## src/rtl/stc_pkg.sv

```systemverilog
package stc_pkg;

  // ****************************************
  // Register map (byte addresses)
  // ****************************************
  localparam logic [7:0] STC_OFF_CONTROL = 8'h00;
  localparam logic [7:0] STC_OFF_LOW     = 8'h04;
  localparam logic [7:0] STC_OFF_HIGH    = 8'h08;
  localparam logic [7:0] STC_OFF_GATE    = 8'h0c;
  localparam logic [7:0] STC_OFF_FLAGS   = 8'h10;
  localparam logic [7:0] STC_OFF_PINS    = 8'h14;

  // ****************************************
  // Control, gate and flag fields
  // ****************************************
  localparam int STC_BIT_RUN    = 0;
  localparam int STC_BIT_WIDE   = 1;
  localparam int STC_BIT_NOSYNC = 2;
  localparam int STC_BIT_OSCEN  = 3;
  localparam int STC_POS_PRESC  = 4;
  localparam int STC_POS_CSRC   = 6;
  localparam int STC_BIT_GATEEN = 7;
  localparam int STC_BIT_OVF_A  = 1;
  localparam int STC_BIT_OVF_B  = 3;
  localparam int STC_BIT_GEVT   = 7;

  localparam logic [7:0] STC_RST_CONTROL = 8'h00;
  localparam logic [7:0] STC_RST_GATE    = 8'h00;
  localparam logic [7:0] STC_RST_FLAGS   = 8'h00;
  localparam logic [1:0] STC_INSTR_DIV   = 2'h3;

  typedef enum logic [1:0] {
    STC_SRC_INSTR = 2'b00,
    STC_SRC_SYS   = 2'b01,
    STC_SRC_EXT   = 2'b10,
    STC_SRC_RSVD  = 2'b11
  } stc_src_e;

  typedef enum logic [1:0] {
    STC_ARM_WAIT_LOW = 2'b00,
    STC_ARM_READY    = 2'b01
  } stc_arm_e;

endpackage : stc_pkg

```

## src/rtl/stc_sync.sv

```systemverilog
`timescale 1ns/100ps
module stc_sync (
  input  wire logic pclk,
  input  wire logic presetn,
  input  wire logic async_in,
  output logic      sync_out
);
  import stc_pkg::*;

  logic meta;

  // ****************************************
  // Two-stage synchroniser
  // ****************************************
  always_ff @(posedge pclk or negedge presetn) begin
    if (!presetn) begin
      meta     <= 1'b0;
      sync_out <= 1'b0;
    end else begin
      meta     <= async_in;
      sync_out <= meta;
    end
  end

endmodule : stc_sync

```

## src/rtl/stc_presc.sv

```systemverilog
`timescale 1ns/100ps
module stc_presc (
  input  wire logic       pclk,
  input  wire logic       presetn,
  input  wire logic       clear,
  input  wire logic       tick_in,
  input  wire logic [1:0] ratio,
  output logic            tick_out
);
  import stc_pkg::*;

  logic [2:0] cnt;
  logic [2:0] mask;

  // ****************************************
  // Divide by 1, 2, 4 or 8
  // ****************************************
  always_comb begin
    case (ratio)
      2'b00:   mask = 3'h0;
      2'b01:   mask = 3'h1;
      2'b10:   mask = 3'h3;
      default: mask = 3'h7;
    endcase
  end

  assign tick_out = tick_in && ((cnt & mask) == mask);

  always_ff @(posedge pclk or negedge presetn) begin
    if (!presetn) begin
      cnt <= 3'h0;
    end else if (clear) begin
      cnt <= 3'h0;
    end else if (tick_in) begin
      cnt <= cnt + 3'h1;
    end
  end

endmodule : stc_presc

```

## src/rtl/stc_timer.sv

```systemverilog
`timescale 1ns/100ps
// Function
// - Incrementing counter read through byte pair
// - Internal source counts each instruction cycle
// - Internal source steps on oscillator multiples
// - External pin counts rising edges, optionally synced
// - Source field selects instr, system, external
// - External uses pin or crystal by enable
// - Oscillator enable bit three
// - Prescaler divides by 1, 2, 4, 8
// - Sync control disables external synchronisation
// - Source 0x ignores sync control
// - Wide access selects 16-bit transfers
// - Run bit zero starts and stops
// - Run and gate enable together enable
// - Falling edge needed before first external count
// - Crystal pins become inputs reading zero
// - Overflow sets flag, software clears it
module stc_timer (
  input  wire logic        pclk,
  input  wire logic        presetn,
  input  wire logic        psel,
  input  wire logic        penable,
  input  wire logic        pwrite,
  input  wire logic [7:0]  paddr,
  input  wire logic [31:0] pwdata,
  output logic [31:0]      prdata,
  output logic             pready,
  output logic             pslverr,
  input  wire logic        external_clock_pin,
  input  wire logic        secondary_oscillator,
  input  wire logic        gate_event,
  input  wire logic [1:0]  osc_pin_in,
  output logic             osc_pins_are_inputs,
  output logic [15:0]      count_value,
  output logic             overflow_pulse
);
  import stc_pkg::*;

  // ****************************************
  // Registers
  // ****************************************
  logic [7:0]  timer_control;
  logic [7:0]  gate_control;
  logic [7:0]  peripheral_flags_five;
  logic [15:0] count;
  logic [7:0]  high_read_buf;
  logic [7:0]  high_write_buf;
  logic [1:0]  instr_div;
  stc_arm_e    arm;
  logic        ext_prev;
  logic        ext_sync;

  logic        wr;
  logic        rd;
  logic        wr_low;
  logic        wr_high;
  logic        wr_flags;
  logic        timer_run;
  logic        gate_enable;
  logic        enabled;
  logic        wide_access_enable;
  logic        secondary_osc_enable;
  logic        external_sync_disable;
  logic [1:0]  clock_source_select;
  logic [1:0]  prescale_select;
  logic        ext_raw;
  logic        ext_level;
  logic        base_tick;
  logic        presc_tick;
  logic        step;
  logic        wrap;
  logic        known_addr;
  logic [31:0] next_rdata;

  function automatic logic hit(input logic [7:0] a, input logic [7:0] off);
    hit = (a == off);
  endfunction : hit

  assign wr      = psel && penable && pwrite;
  assign rd      = psel && penable && !pwrite;
  assign wr_low  = wr && hit(paddr, STC_OFF_LOW);
  assign wr_high = wr && hit(paddr, STC_OFF_HIGH);
  assign wr_flags = wr && hit(paddr, STC_OFF_FLAGS);
  assign pready  = 1'b1;
  assign known_addr = hit(paddr, STC_OFF_CONTROL) || hit(paddr, STC_OFF_LOW) ||
                      hit(paddr, STC_OFF_HIGH) || hit(paddr, STC_OFF_GATE) ||
                      hit(paddr, STC_OFF_FLAGS) || hit(paddr, STC_OFF_PINS);
  assign pslverr = psel && penable && !known_addr;

  // ****************************************
  // Control fields
  // ****************************************
  assign timer_run             = timer_control[STC_BIT_RUN];
  assign wide_access_enable    = timer_control[STC_BIT_WIDE];
  assign external_sync_disable = timer_control[STC_BIT_NOSYNC];
  assign secondary_osc_enable  = timer_control[STC_BIT_OSCEN];
  assign prescale_select       = timer_control[STC_POS_PRESC +: 2];
  assign clock_source_select   = timer_control[STC_POS_CSRC +: 2];
  assign gate_enable           = gate_control[STC_BIT_GATEEN];
  assign enabled               = timer_run && gate_enable;

  // ****************************************
  // Clock source selection
  // ****************************************
  assign ext_raw   = secondary_osc_enable ? secondary_oscillator
                                          : external_clock_pin;
  assign ext_level = external_sync_disable ? ext_raw : ext_sync;
  assign osc_pins_are_inputs = secondary_osc_enable &&
                               (clock_source_select == STC_SRC_EXT);

  stc_sync u_sync (
    .pclk     (pclk),
    .presetn  (presetn),
    .async_in (ext_raw),
    .sync_out (ext_sync)
  );

  always_ff @(posedge pclk or negedge presetn) begin
    if (!presetn) begin
      instr_div <= 2'h0;
    end else begin
      instr_div <= instr_div + 2'h1;
    end
  end

  always_ff @(posedge pclk or negedge presetn) begin
    if (!presetn) begin
      ext_prev <= 1'b0;
    end else begin
      ext_prev <= ext_level;
    end
  end

  // Falling edge arms the external counter
  always_ff @(posedge pclk or negedge presetn) begin
    if (!presetn) begin
      arm <= STC_ARM_WAIT_LOW;
    end else if (!enabled || wr_low || wr_high) begin
      arm <= STC_ARM_WAIT_LOW;
    end else begin
      case (arm)
        STC_ARM_WAIT_LOW: if (ext_prev && !ext_level) arm <= STC_ARM_READY;
        STC_ARM_READY:    arm <= STC_ARM_READY;
        default:          arm <= STC_ARM_WAIT_LOW;
      endcase
    end
  end

  always_comb begin
    case (clock_source_select)
      STC_SRC_INSTR: base_tick = (instr_div == STC_INSTR_DIV);
      STC_SRC_SYS:   base_tick = 1'b1;
      STC_SRC_EXT:   base_tick = (arm == STC_ARM_READY) && !ext_prev && ext_level;
      default:       base_tick = 1'b0;
    endcase
  end

  stc_presc u_presc (
    .pclk     (pclk),
    .presetn  (presetn),
    .clear    (!enabled),
    .tick_in  (base_tick && enabled),
    .ratio    (prescale_select),
    .tick_out (presc_tick)
  );

  assign step = presc_tick && !wr_low && !wr_high;
  assign wrap = step && (count == 16'hffff);
  assign overflow_pulse = wrap;
  assign count_value = count;

  // ****************************************
  // Counter and byte access
  // ****************************************
  always_ff @(posedge pclk or negedge presetn) begin
    if (!presetn) begin
      count <= 16'h0000;
    end else if (wr_low) begin
      if (wide_access_enable) begin
        count <= {high_write_buf, pwdata[7:0]};
      end else begin
        count[7:0] <= pwdata[7:0];
      end
    end else if (wr_high && !wide_access_enable) begin
      count[15:8] <= pwdata[7:0];
    end else if (step) begin
      count <= count + 16'h0001;
    end
  end

  always_ff @(posedge pclk or negedge presetn) begin
    if (!presetn) begin
      high_write_buf <= 8'h00;
    end else if (wr_high) begin
      high_write_buf <= pwdata[7:0];
    end
  end

  always_ff @(posedge pclk or negedge presetn) begin
    if (!presetn) begin
      high_read_buf <= 8'h00;
    end else if (rd && hit(paddr, STC_OFF_LOW)) begin
      high_read_buf <= count[15:8];
    end
  end

  always_ff @(posedge pclk or negedge presetn) begin
    if (!presetn) begin
      timer_control <= STC_RST_CONTROL;
      gate_control  <= STC_RST_GATE;
    end else if (wr && hit(paddr, STC_OFF_CONTROL)) begin
      timer_control <= pwdata[7:0];
    end else if (wr && hit(paddr, STC_OFF_GATE)) begin
      gate_control <= pwdata[7:0];
    end
  end

  // Sticky flags, set wins over clear
  always_ff @(posedge pclk or negedge presetn) begin
    if (!presetn) begin
      peripheral_flags_five <= STC_RST_FLAGS;
    end else begin
      if (wr_flags) begin
        peripheral_flags_five <= pwdata[7:0];
      end
      if (wrap) begin
        peripheral_flags_five[STC_BIT_OVF_A] <= 1'b1;
      end
      if (gate_event) begin
        peripheral_flags_five[STC_BIT_GEVT] <= 1'b1;
      end
    end
  end

  // ****************************************
  // Read mux
  // ****************************************
  always_comb begin
    next_rdata = 32'h0000_0000;
    case (paddr)
      STC_OFF_CONTROL: next_rdata[7:0] = timer_control;
      STC_OFF_LOW:     next_rdata[7:0] = count[7:0];
      STC_OFF_HIGH:    next_rdata[7:0] = wide_access_enable ? high_read_buf
                                                            : count[15:8];
      STC_OFF_GATE:    next_rdata[7:0] = gate_control;
      STC_OFF_FLAGS:   next_rdata[7:0] = peripheral_flags_five;
      STC_OFF_PINS:    next_rdata[1:0] = osc_pins_are_inputs ? 2'b00 : osc_pin_in;
      default:         next_rdata = 32'h0000_0000;
    endcase
  end

  assign prdata = next_rdata;

  // ****************************************
  // Checks
  // ****************************************
  a_wrap_sets_flag: assert property (@(posedge pclk) disable iff (!presetn)
    wrap |=> peripheral_flags_five[STC_BIT_OVF_A])
    else $error("overflow flag not set after wrap");
  a_wrap_to_zero: assert property (@(posedge pclk) disable iff (!presetn)
    wrap |=> (count == 16'h0000))
    else $error("counter did not wrap to zero");
  a_stop_holds: assert property (@(posedge pclk) disable iff (!presetn)
    (!timer_run && !wr_low && !wr_high) |=> (count == $past(count)))
    else $error("counter moved while stopped");
  a_gate_holds: assert property (@(posedge pclk) disable iff (!presetn)
    (!gate_enable && !wr_low && !wr_high) |=> $stable(count))
    else $error("counter moved while gate disabled");
  a_sys_counts: assert property (@(posedge pclk) disable iff (!presetn)
    (enabled && clock_source_select == STC_SRC_SYS && prescale_select == 2'b00 &&
     !wr_low && !wr_high) |=> (count == $past(count) + 16'h0001))
    else $error("system clock source did not count");
  a_instr_rate: assert property (@(posedge pclk) disable iff (!presetn)
    (clock_source_select == STC_SRC_INSTR && base_tick) |=>
    !(clock_source_select == STC_SRC_INSTR && base_tick) [*3])
    else $error("instruction tick too frequent");
  a_arm_cleared: assert property (@(posedge pclk) disable iff (!presetn)
    (wr_low || wr_high) |=> (arm == STC_ARM_WAIT_LOW))
    else $error("write did not disarm counter");
  a_wide_write: assert property (@(posedge pclk) disable iff (!presetn)
    (wr_low && wide_access_enable) |=> (count[15:8] == $past(high_write_buf)))
    else $error("buffered high byte not transferred");
  a_pin_read_zero: assert property (@(posedge pclk) disable iff (!presetn)
    (osc_pins_are_inputs && rd && paddr == STC_OFF_PINS) |-> (prdata[1:0] == 2'b00))
    else $error("crystal pins read nonzero");
  a_gate_flag: assert property (@(posedge pclk) disable iff (!presetn)
    gate_event |=> peripheral_flags_five[STC_BIT_GEVT])
    else $error("gate flag not set");

  c_wrap: cover property (@(posedge pclk) disable iff (!presetn) wrap);
  c_ext_step: cover property (@(posedge pclk) disable iff (!presetn)
    step && clock_source_select == STC_SRC_EXT);
  c_wide_write: cover property (@(posedge pclk) disable iff (!presetn)
    wr_low && wide_access_enable);
  c_presc8: cover property (@(posedge pclk) disable iff (!presetn)
    step && prescale_select == 2'b11);

endmodule : stc_timer

```

## config.mk

```make
export PLATFORM = sky130hd
export DESIGN_NAME = stc_timer
export DESIGN_NICKNAME = d
export VERILOG_FILES = /design/src/rtl/stc_pkg.sv /design/src/rtl/stc_sync.sv /design/src/rtl/stc_presc.sv /design/src/rtl/stc_timer.sv
export SDC_FILE = /design/constraint.sdc
export NUM_CORES = 1
export LEC_CHECK = 0
export ABC_CLOCK_PERIOD_IN_PS = 2300
export BUFFER_PORTS_ARGS = -buffer_cell sky130_fd_sc_hd__buf_2
export CAP_MARGIN = 25
export CORE_ASPECT_RATIO = 1.25
export CORE_MARGIN = 8
export CORE_UTILIZATION = 40
export DETAILED_ROUTE_END_ITERATION = 12
export GPL_TIMING_DRIVEN = 1
export PLACE_DENSITY_LB_ADDON = 0.2
export REMOVE_ABC_BUFFERS = 1
export SLEW_MARGIN = 20
export SYNTH_ARGS = -nofsm -noshare
export SYNTH_HDL_FRONTEND = slang
export SYNTH_SLANG_ARGS = --single-unit
```

## constraint.sdc

```tcl
create_clock -name pclk -period 2.3 [get_ports pclk]
set_input_delay 0.115 -clock pclk [delete_from_list [all_inputs] [get_ports pclk]]
set_output_delay 0.115 -clock pclk [all_outputs]
set_load 0.005 [all_outputs]
```

## Yosys cells after proc, flatten, opt, wreduce, memory -nomap -nowiden

Index checks and enable logic that the tools add are counted.

- Register bits: 66
- Input bits: 50
- Output and inout port bits: 52

- Add/sub/neg operators: 3
- Equality and inequality tests: 17
- Multiplexer cells: 21
- Bitwise gates (word level): 2
- Reduce and logical (&&, ||, !) cells: 47

Operators by type and width:

| operator | count |
|---|---|
| $mux W8 | 5 |
| $mux W16 | 2 |
| $pmux W6 S5 | 1 |
| $logic_and A1 B1 Y1 | 21 |
| $add A16 B1 Y16 const B | 1 |
| $eq A16 B16 Y1 const B | 1 |
| $eq A8 B4 Y1 const B | 2 |
| $eq A8 B5 Y1 const B | 2 |
| $pmux W2 S6 | 1 |
| $pmux W3 S3 | 1 |
| $eq A8 B3 Y1 const B | 1 |
| $logic_not A1 Y1 | 8 |
| $logic_not A8 Y1 | 1 |
| $logic_or A1 B1 Y1 | 7 |
| $eq A2 B1 Y1 const B | 3 |
| $eq A2 B2 Y1 const B | 3 |
| $logic_not A2 Y1 | 3 |
| $mux W2 | 3 |
| $mux W3 | 2 |
| $reduce_and A2 Y1 | 3 |
| $reduce_bool A2 Y1 | 3 |
| $mux W1 | 4 |
| $ne A2 B2 Y1 const B | 2 |
| $pmux W2 S2 | 1 |
| other kinds (9) | 9 |

## Longest topological paths before layout

- Depth after elaboration: 11
- Depth in mapped cells: 8

## Hierarchy

Synthesis repeated with hierarchy kept, for this count alone.

- Cell total of the unflattened synthesis: 359
- Area total of the unflattened synthesis: 3842.4 µm²

By module, submodules not included:

| module | instances | cells an instance | area each (µm²) | seq. area each (µm²) |
|---|---|---|---|---|
| stc_timer | 1 | 341 | 3637.2 | 1501.4 |
| stc_presc | 1 | 16 | 155.1 | 75.1 |
| stc_sync | 1 | 2 | 50.0 | 50.0 |

## Least setup slack after synthesis

Ideal clock, no wire load.

- Path kind: register to register
- Start: register timer_control[3]
- End: register count[11], in the netlist count_value[11]
- Library setup time: 0.082 ns
- Data arrival time: 1.922 ns
- Data required time: 2.218 ns
- Path slack: 0.296 ns
- Cell stages (with the launch flop): 8
- Cell sequence: dfrtp_1 -> mux2i_1 -> a211oi_1 -> o221ai_2 -> o32ai_4 -> buf_4 -> nor2_1 -> a31oi_1

- Longest elaborated chain between the ends: 10

Ends and longest elaborated chain:

| element | RTL line | RTL |
|---|---|---|
| start: declaration | stc_timer.sv:43 | `logic [7:0] timer_control;` |
| start signal: assignment | stc_timer.sv:213 | `timer_control <= pwdata[7:0];` |
| $mux W1 | stc_timer.sv:106 | `assign ext_raw = secondary_osc_enable ? secondary_oscillator` |
| $mux W1 | stc_timer.sv:108 | `assign ext_level = external_sync_disable ? ext_raw : ext_sync;` |
| $logic_and A1 B1 Y1 | stc_timer.sv:154 | `STC_SRC_EXT: base_tick = (arm == STC_ARM_READY) && !ext_prev && ext_level;` |
| $pmux W1 S3 | stc_timer.sv:151 | `case (clock_source_select)` |
| $logic_and A1 B1 Y1 | stc_timer.sv:163 | `.tick_in (base_tick && enabled),` |
| $logic_and A1 B1 Y1 | stc_presc.sv:27 | `assign tick_out = tick_in && ((cnt & mask) == mask);` |
| $logic_and A1 B1 Y1 (2 in a row) | stc_timer.sv:168 | `assign step = presc_tick && !wr_low && !wr_high;` |
| $reduce_bool A3 Y1 (no source line) | - |  |
| $reduce_and A2 Y1 (no source line) | - |  |
| end signal: assignment | stc_timer.sv:181 | `count <= {high_write_buf, pwdata[7:0]};` |
| end signal: assignment | stc_timer.sv:186 | `count[15:8] <= pwdata[7:0];` |
| end signal: assignment | stc_timer.sv:188 | `count <= count + 16'h0001;` |
| end: declaration | stc_timer.sv:46 | `logic [15:0] count;` |

Every way passes these cells.
A chain may end at the register's enable or synchronous reset.

## Worst setup path after layout

- Start: register timer_control[6]
- End: output prdata[1]

- Longest elaborated chain between the ends: 4

Ends and longest elaborated chain:

| element | RTL line | RTL |
|---|---|---|
| $eq A2 B2 Y1 | stc_timer.sv:110 | `(clock_source_select == STC_SRC_EXT);` |
| $logic_and A1 B1 Y1 | stc_timer.sv:109 | `assign osc_pins_are_inputs = secondary_osc_enable &&` |
| $mux W2 | stc_timer.sv:248 | `STC_OFF_PINS: next_rdata[1:0] = osc_pins_are_inputs ? 2'b00 : osc_pin_in;` |
| $pmux W2 S6 | stc_timer.sv:241 | `case (paddr)` |
| end: declaration | stc_timer.sv:27 | `output logic [31:0] prdata,` |

Every way passes these cells.

==> results.json <==
{
  "ys_async_sr_fraction_pct": 100.0,
  "nNetsFinal": 486,
  "placement.cell_area_mm2": 0.004173,
  "power_density_mw_per_mm2": 621.3,
  "cts_tree": "built",
  "yosys.cell_count.top_type": "dfrtp_1",
  "die_h_um": 123.5,
  "avgRoutedWirePerCell_um": 17.70,
  "cell_type_with_the_largest_total_area_after_synthesis": "dfrtp_1",
  "place.port_buffers": 52,
  "crit-reg2reg-launch": "timer_control[3]$_DFFE_PN0P_",
  "wire_length_of_the_first_global_routing_pass_mm": 15.57,
  "detailed_place_hpwl_mm": 7.414,
  "gr-usage-all-layers_pct": 16.16,
  "p_leak_nw": 2.174,
  "ir_worst_vdd_uv": 338.6,
  "dp_worst_setup_slack_ps": 205.1,
  "synth_edf_count": 0,
  "timing.clock.skew_ps": 6.840,
  "antenna-diode-count": 0,
  "drv_slew": 0,
  "grt_start_max_net_pins": 66,
  "first_pass_iters": 6,
  "critical_path_arrival_ps": 2090,
  "cap_violations": 0,
  "hold_viol": 0,
  "cts_root_buf": "clkbuf_16",
  "synth_cell_type_count": 50,
  "hp-start": "pwdata[1]",
  "critical_path.max_fanout": 4,
  "core_region_area_mm2": 0.009076,
  "count_of_yosys_warnings_during_synthesis": 0,
  "worst_path_clk_slew_ps": 60,
  "max-slew-margin-rel_pct": 65.27,
  "hold-path-cell-count": 3,
  "regToRegSetupSlack_ps": 270,
  "library_cell_contributing_the_largest_single_delay_on_the_critical_path": "dfrtp_1",
  "viasPerCell": 5.337,
  "timing.rr.end": "count_value[10]$_DFFE_PN0P_",
  "cp_cell_sequence": "buf_4 > and3b_1 > o22ai_1 > a22oi_1 > nor3_1 > a221oi_1 > o41ai_1 > buf_2",
  "drc_errors": 0,
  "cpPeakStageDelay_ps": 380,
  "vias": 2994,
  "ctsLongestPathBuffers": 2,
  "min_delay_worst_endpoint": "count_value[1]$_DFFE_PN0P_",
  "synthTopCellsByCount": "dfrtp_1, mux2_2, nor2_1",
  "worst_setup_start_kind": "register",
  "post-synth-top-area-fraction_pct": 43.99,
  "finalWirelength_mm": 9.929,
  "end_kind": "primary output",
  "outcome": "completed",
  "postSynth.topFlopCell": "dfrtp_1",
  "initial_standard_cell_utilization_of_the_core_pct": 40.74,
  "fraction_of_final_layout_cells_with_drive_strength_greater_than_1_pct": 34.47,
  "r2r.worst_path.cells": 8,
  "io-pin-count": 102,
  "layout_min_cycle_time_ps": 2209,
  "place_congestion": 0.8212,
  "clock_sink_count": 65,
  "fin_cells": 561,
  "finish.instance_area_mm2": 0.004528,
  "synth.area.top_cells": "dfrtp_1, mux2_2, buf_4",
  "clk_latency_ps": 330,
  "initial_antenna_violation_count": 0,
  "synth_seq_area_share_pct": 43.99,
  "numPlacedInstances": 543,
  "die_x_um": 102.0,
  "drtIter0Drc": 175,
  "cts.htree.levels": 3,
  "tritoncts.num_buffers": 9,
  "die_area_mm2": 0.01259,
  "fmax_achieved_mhz": 452.6,
  "grt_pass1_vias": 2861,
  "syn2layout_area_growth_pct": 22.47,
  "hold_path.class": "in2reg",
  "layout_worst_path_cycle_share_pct": 96.06,
  "synthesis.instances": 355,
  "post_synth.cell_area_avg_um2": 10.41,
  "final_setup_slack_of_the_worst_path_ps": 90.70,
  "required_arrival_time_at_the_worst_endpoint_ps": 2180,
  "rows": 39,
  "number_of_register_bits_inferred_by_synthesis": 65,
  "type_of_the_worst_setup_path": "reg2out",
  "grt-ovfl-total": 0,
  "final_antenna_net_count": 0,
  "synth.cell_area_mm2": 0.003697,
  "worst_pin_slew_ps": 519.4,
  "setup_viol": 0,
  "cts_setup_buffers": 0
}
## final cells by class
cell class,count,area (um2)
well taps,123,153.9
clock inverters,7,95.09
clock buffers,9,225.2
flip-flops and latches,65,1628
fillers,893,4548
repair buffers,81,495.5
inverters,9,33.78
multi-input cells,267,1897
## timing repair
action                                  CTS  global route
endpoints found under the hold margin    66             0
endpoints found under the setup margin    1             6
pin swaps                                 0             0
gates resized for setup                   1             2
hold buffers                              2             0
## state kept, by name, summed over array words and instances, names as in the netlist
| signal | count |
|---|---|
| u_presc.cnt | 3 |
| instr_div | 2 |
| u_sync.meta | 1 |
| u_sync.sync_out | 1 |
| arm | 1 |
| peripheral_flags_five | 8 |
| timer_control | 8 |
| gate_control | 8 |
| count_value | 16 |
| ext_prev | 1 |
| high_write_buf | 8 |
| high_read_buf | 8 |
## metrics by stage
step | setup TNS, ps | hold slack, ps | power [mW] | utilization, %
floorplan | 0 | -180.6 | 1.259 | -
global placement | 0 | 157.5 | 1.365 | 45.97
detailed placement | 0 | 164.0 | 1.367 | 45.97
global route | -13.01 | 130.7 | 2.905 | 49.89
CTS | 0 | 112.7 | 2.836 | 49.85
finish | 0 | 116.5 | 2.813 | 49.89
## worst max-delay path, delay by kind of cell, from the launching register on
family	cells	cell delay, ps
compound gates	4	720
buf+inv	2	300
flops	1	380
simple gates	2	370
## layout by cell type, fill, tap and decap left out, drive strengths merged, types with 2 or more instances in the layout
master        n
conb         25
nand2        28
nor2         32
mux2         45
nand4         5
nand3        11
and3          2
o21ai        10
nor2b         4
mux2i         4
nand3b        2
a31oi         7
a21o          2
inv           9
buf          79
o22ai         2
xnor2        13
a21oi        13
bufinv        2
o211ai        4
nand2b        2
dlygate4sd3   2
a22oi         9
clkinv        4
ha            3
clkbuf        9
nor4          8
nor3         10
xor2          2
a221oi        2
dfrtp        65
a222oi        6
## cell families after synthesis
kind of cell / share of synthesized area, %
simple gates: 16.55
flops: 43.99
compound gates: 12.49
mux: 14.79
buf+inv: 7.411
xor+xnor: 3.553
fa+ha+maj: 1.015
other cells: 0.2031
## per-layer routing
metal	part of all wire, %	up-vias	global-route usage (%)
met5	0	-	0
met4	1.6	0	5.888
met3	5.6	14	2.704
met2	51	99	27.84
met1	41	1475	19.71
li1	-	1406	-
## worst max path at each step
stage	startpoint	to	slack, ps	depth (start not counted)
5_1_grt	timer_control[3]$_DFFE_PN0P_	overflow_pulse	-10	7
2_1_floorplan	paddr[1]	timer_control[0]$_DFFE_PN0P_	270	5
3_3_place_gp	paddr[1]	timer_control[3]$_DFFE_PN0P_	240	6
4_1_cts	timer_control[1]$_DFFE_PN0P_	prdata[7]	60	4
6_report	timer_control[6]$_DFFE_PN0P_	prdata[1]	90	8
3_5_place_dp	paddr[1]	timer_control[2]$_DFFE_PN0P_	210	6
## power by group
part / internal [mW] / leakage (nW) / switching [mW]
sequential: 1.16 / 0.888 / 0.0179
clock: 0.948 / 0.155 / 0.516
combinational: 0.0649 / 1.13 / 0.105
No activity file was read; power rests on OpenSTA's default activity.
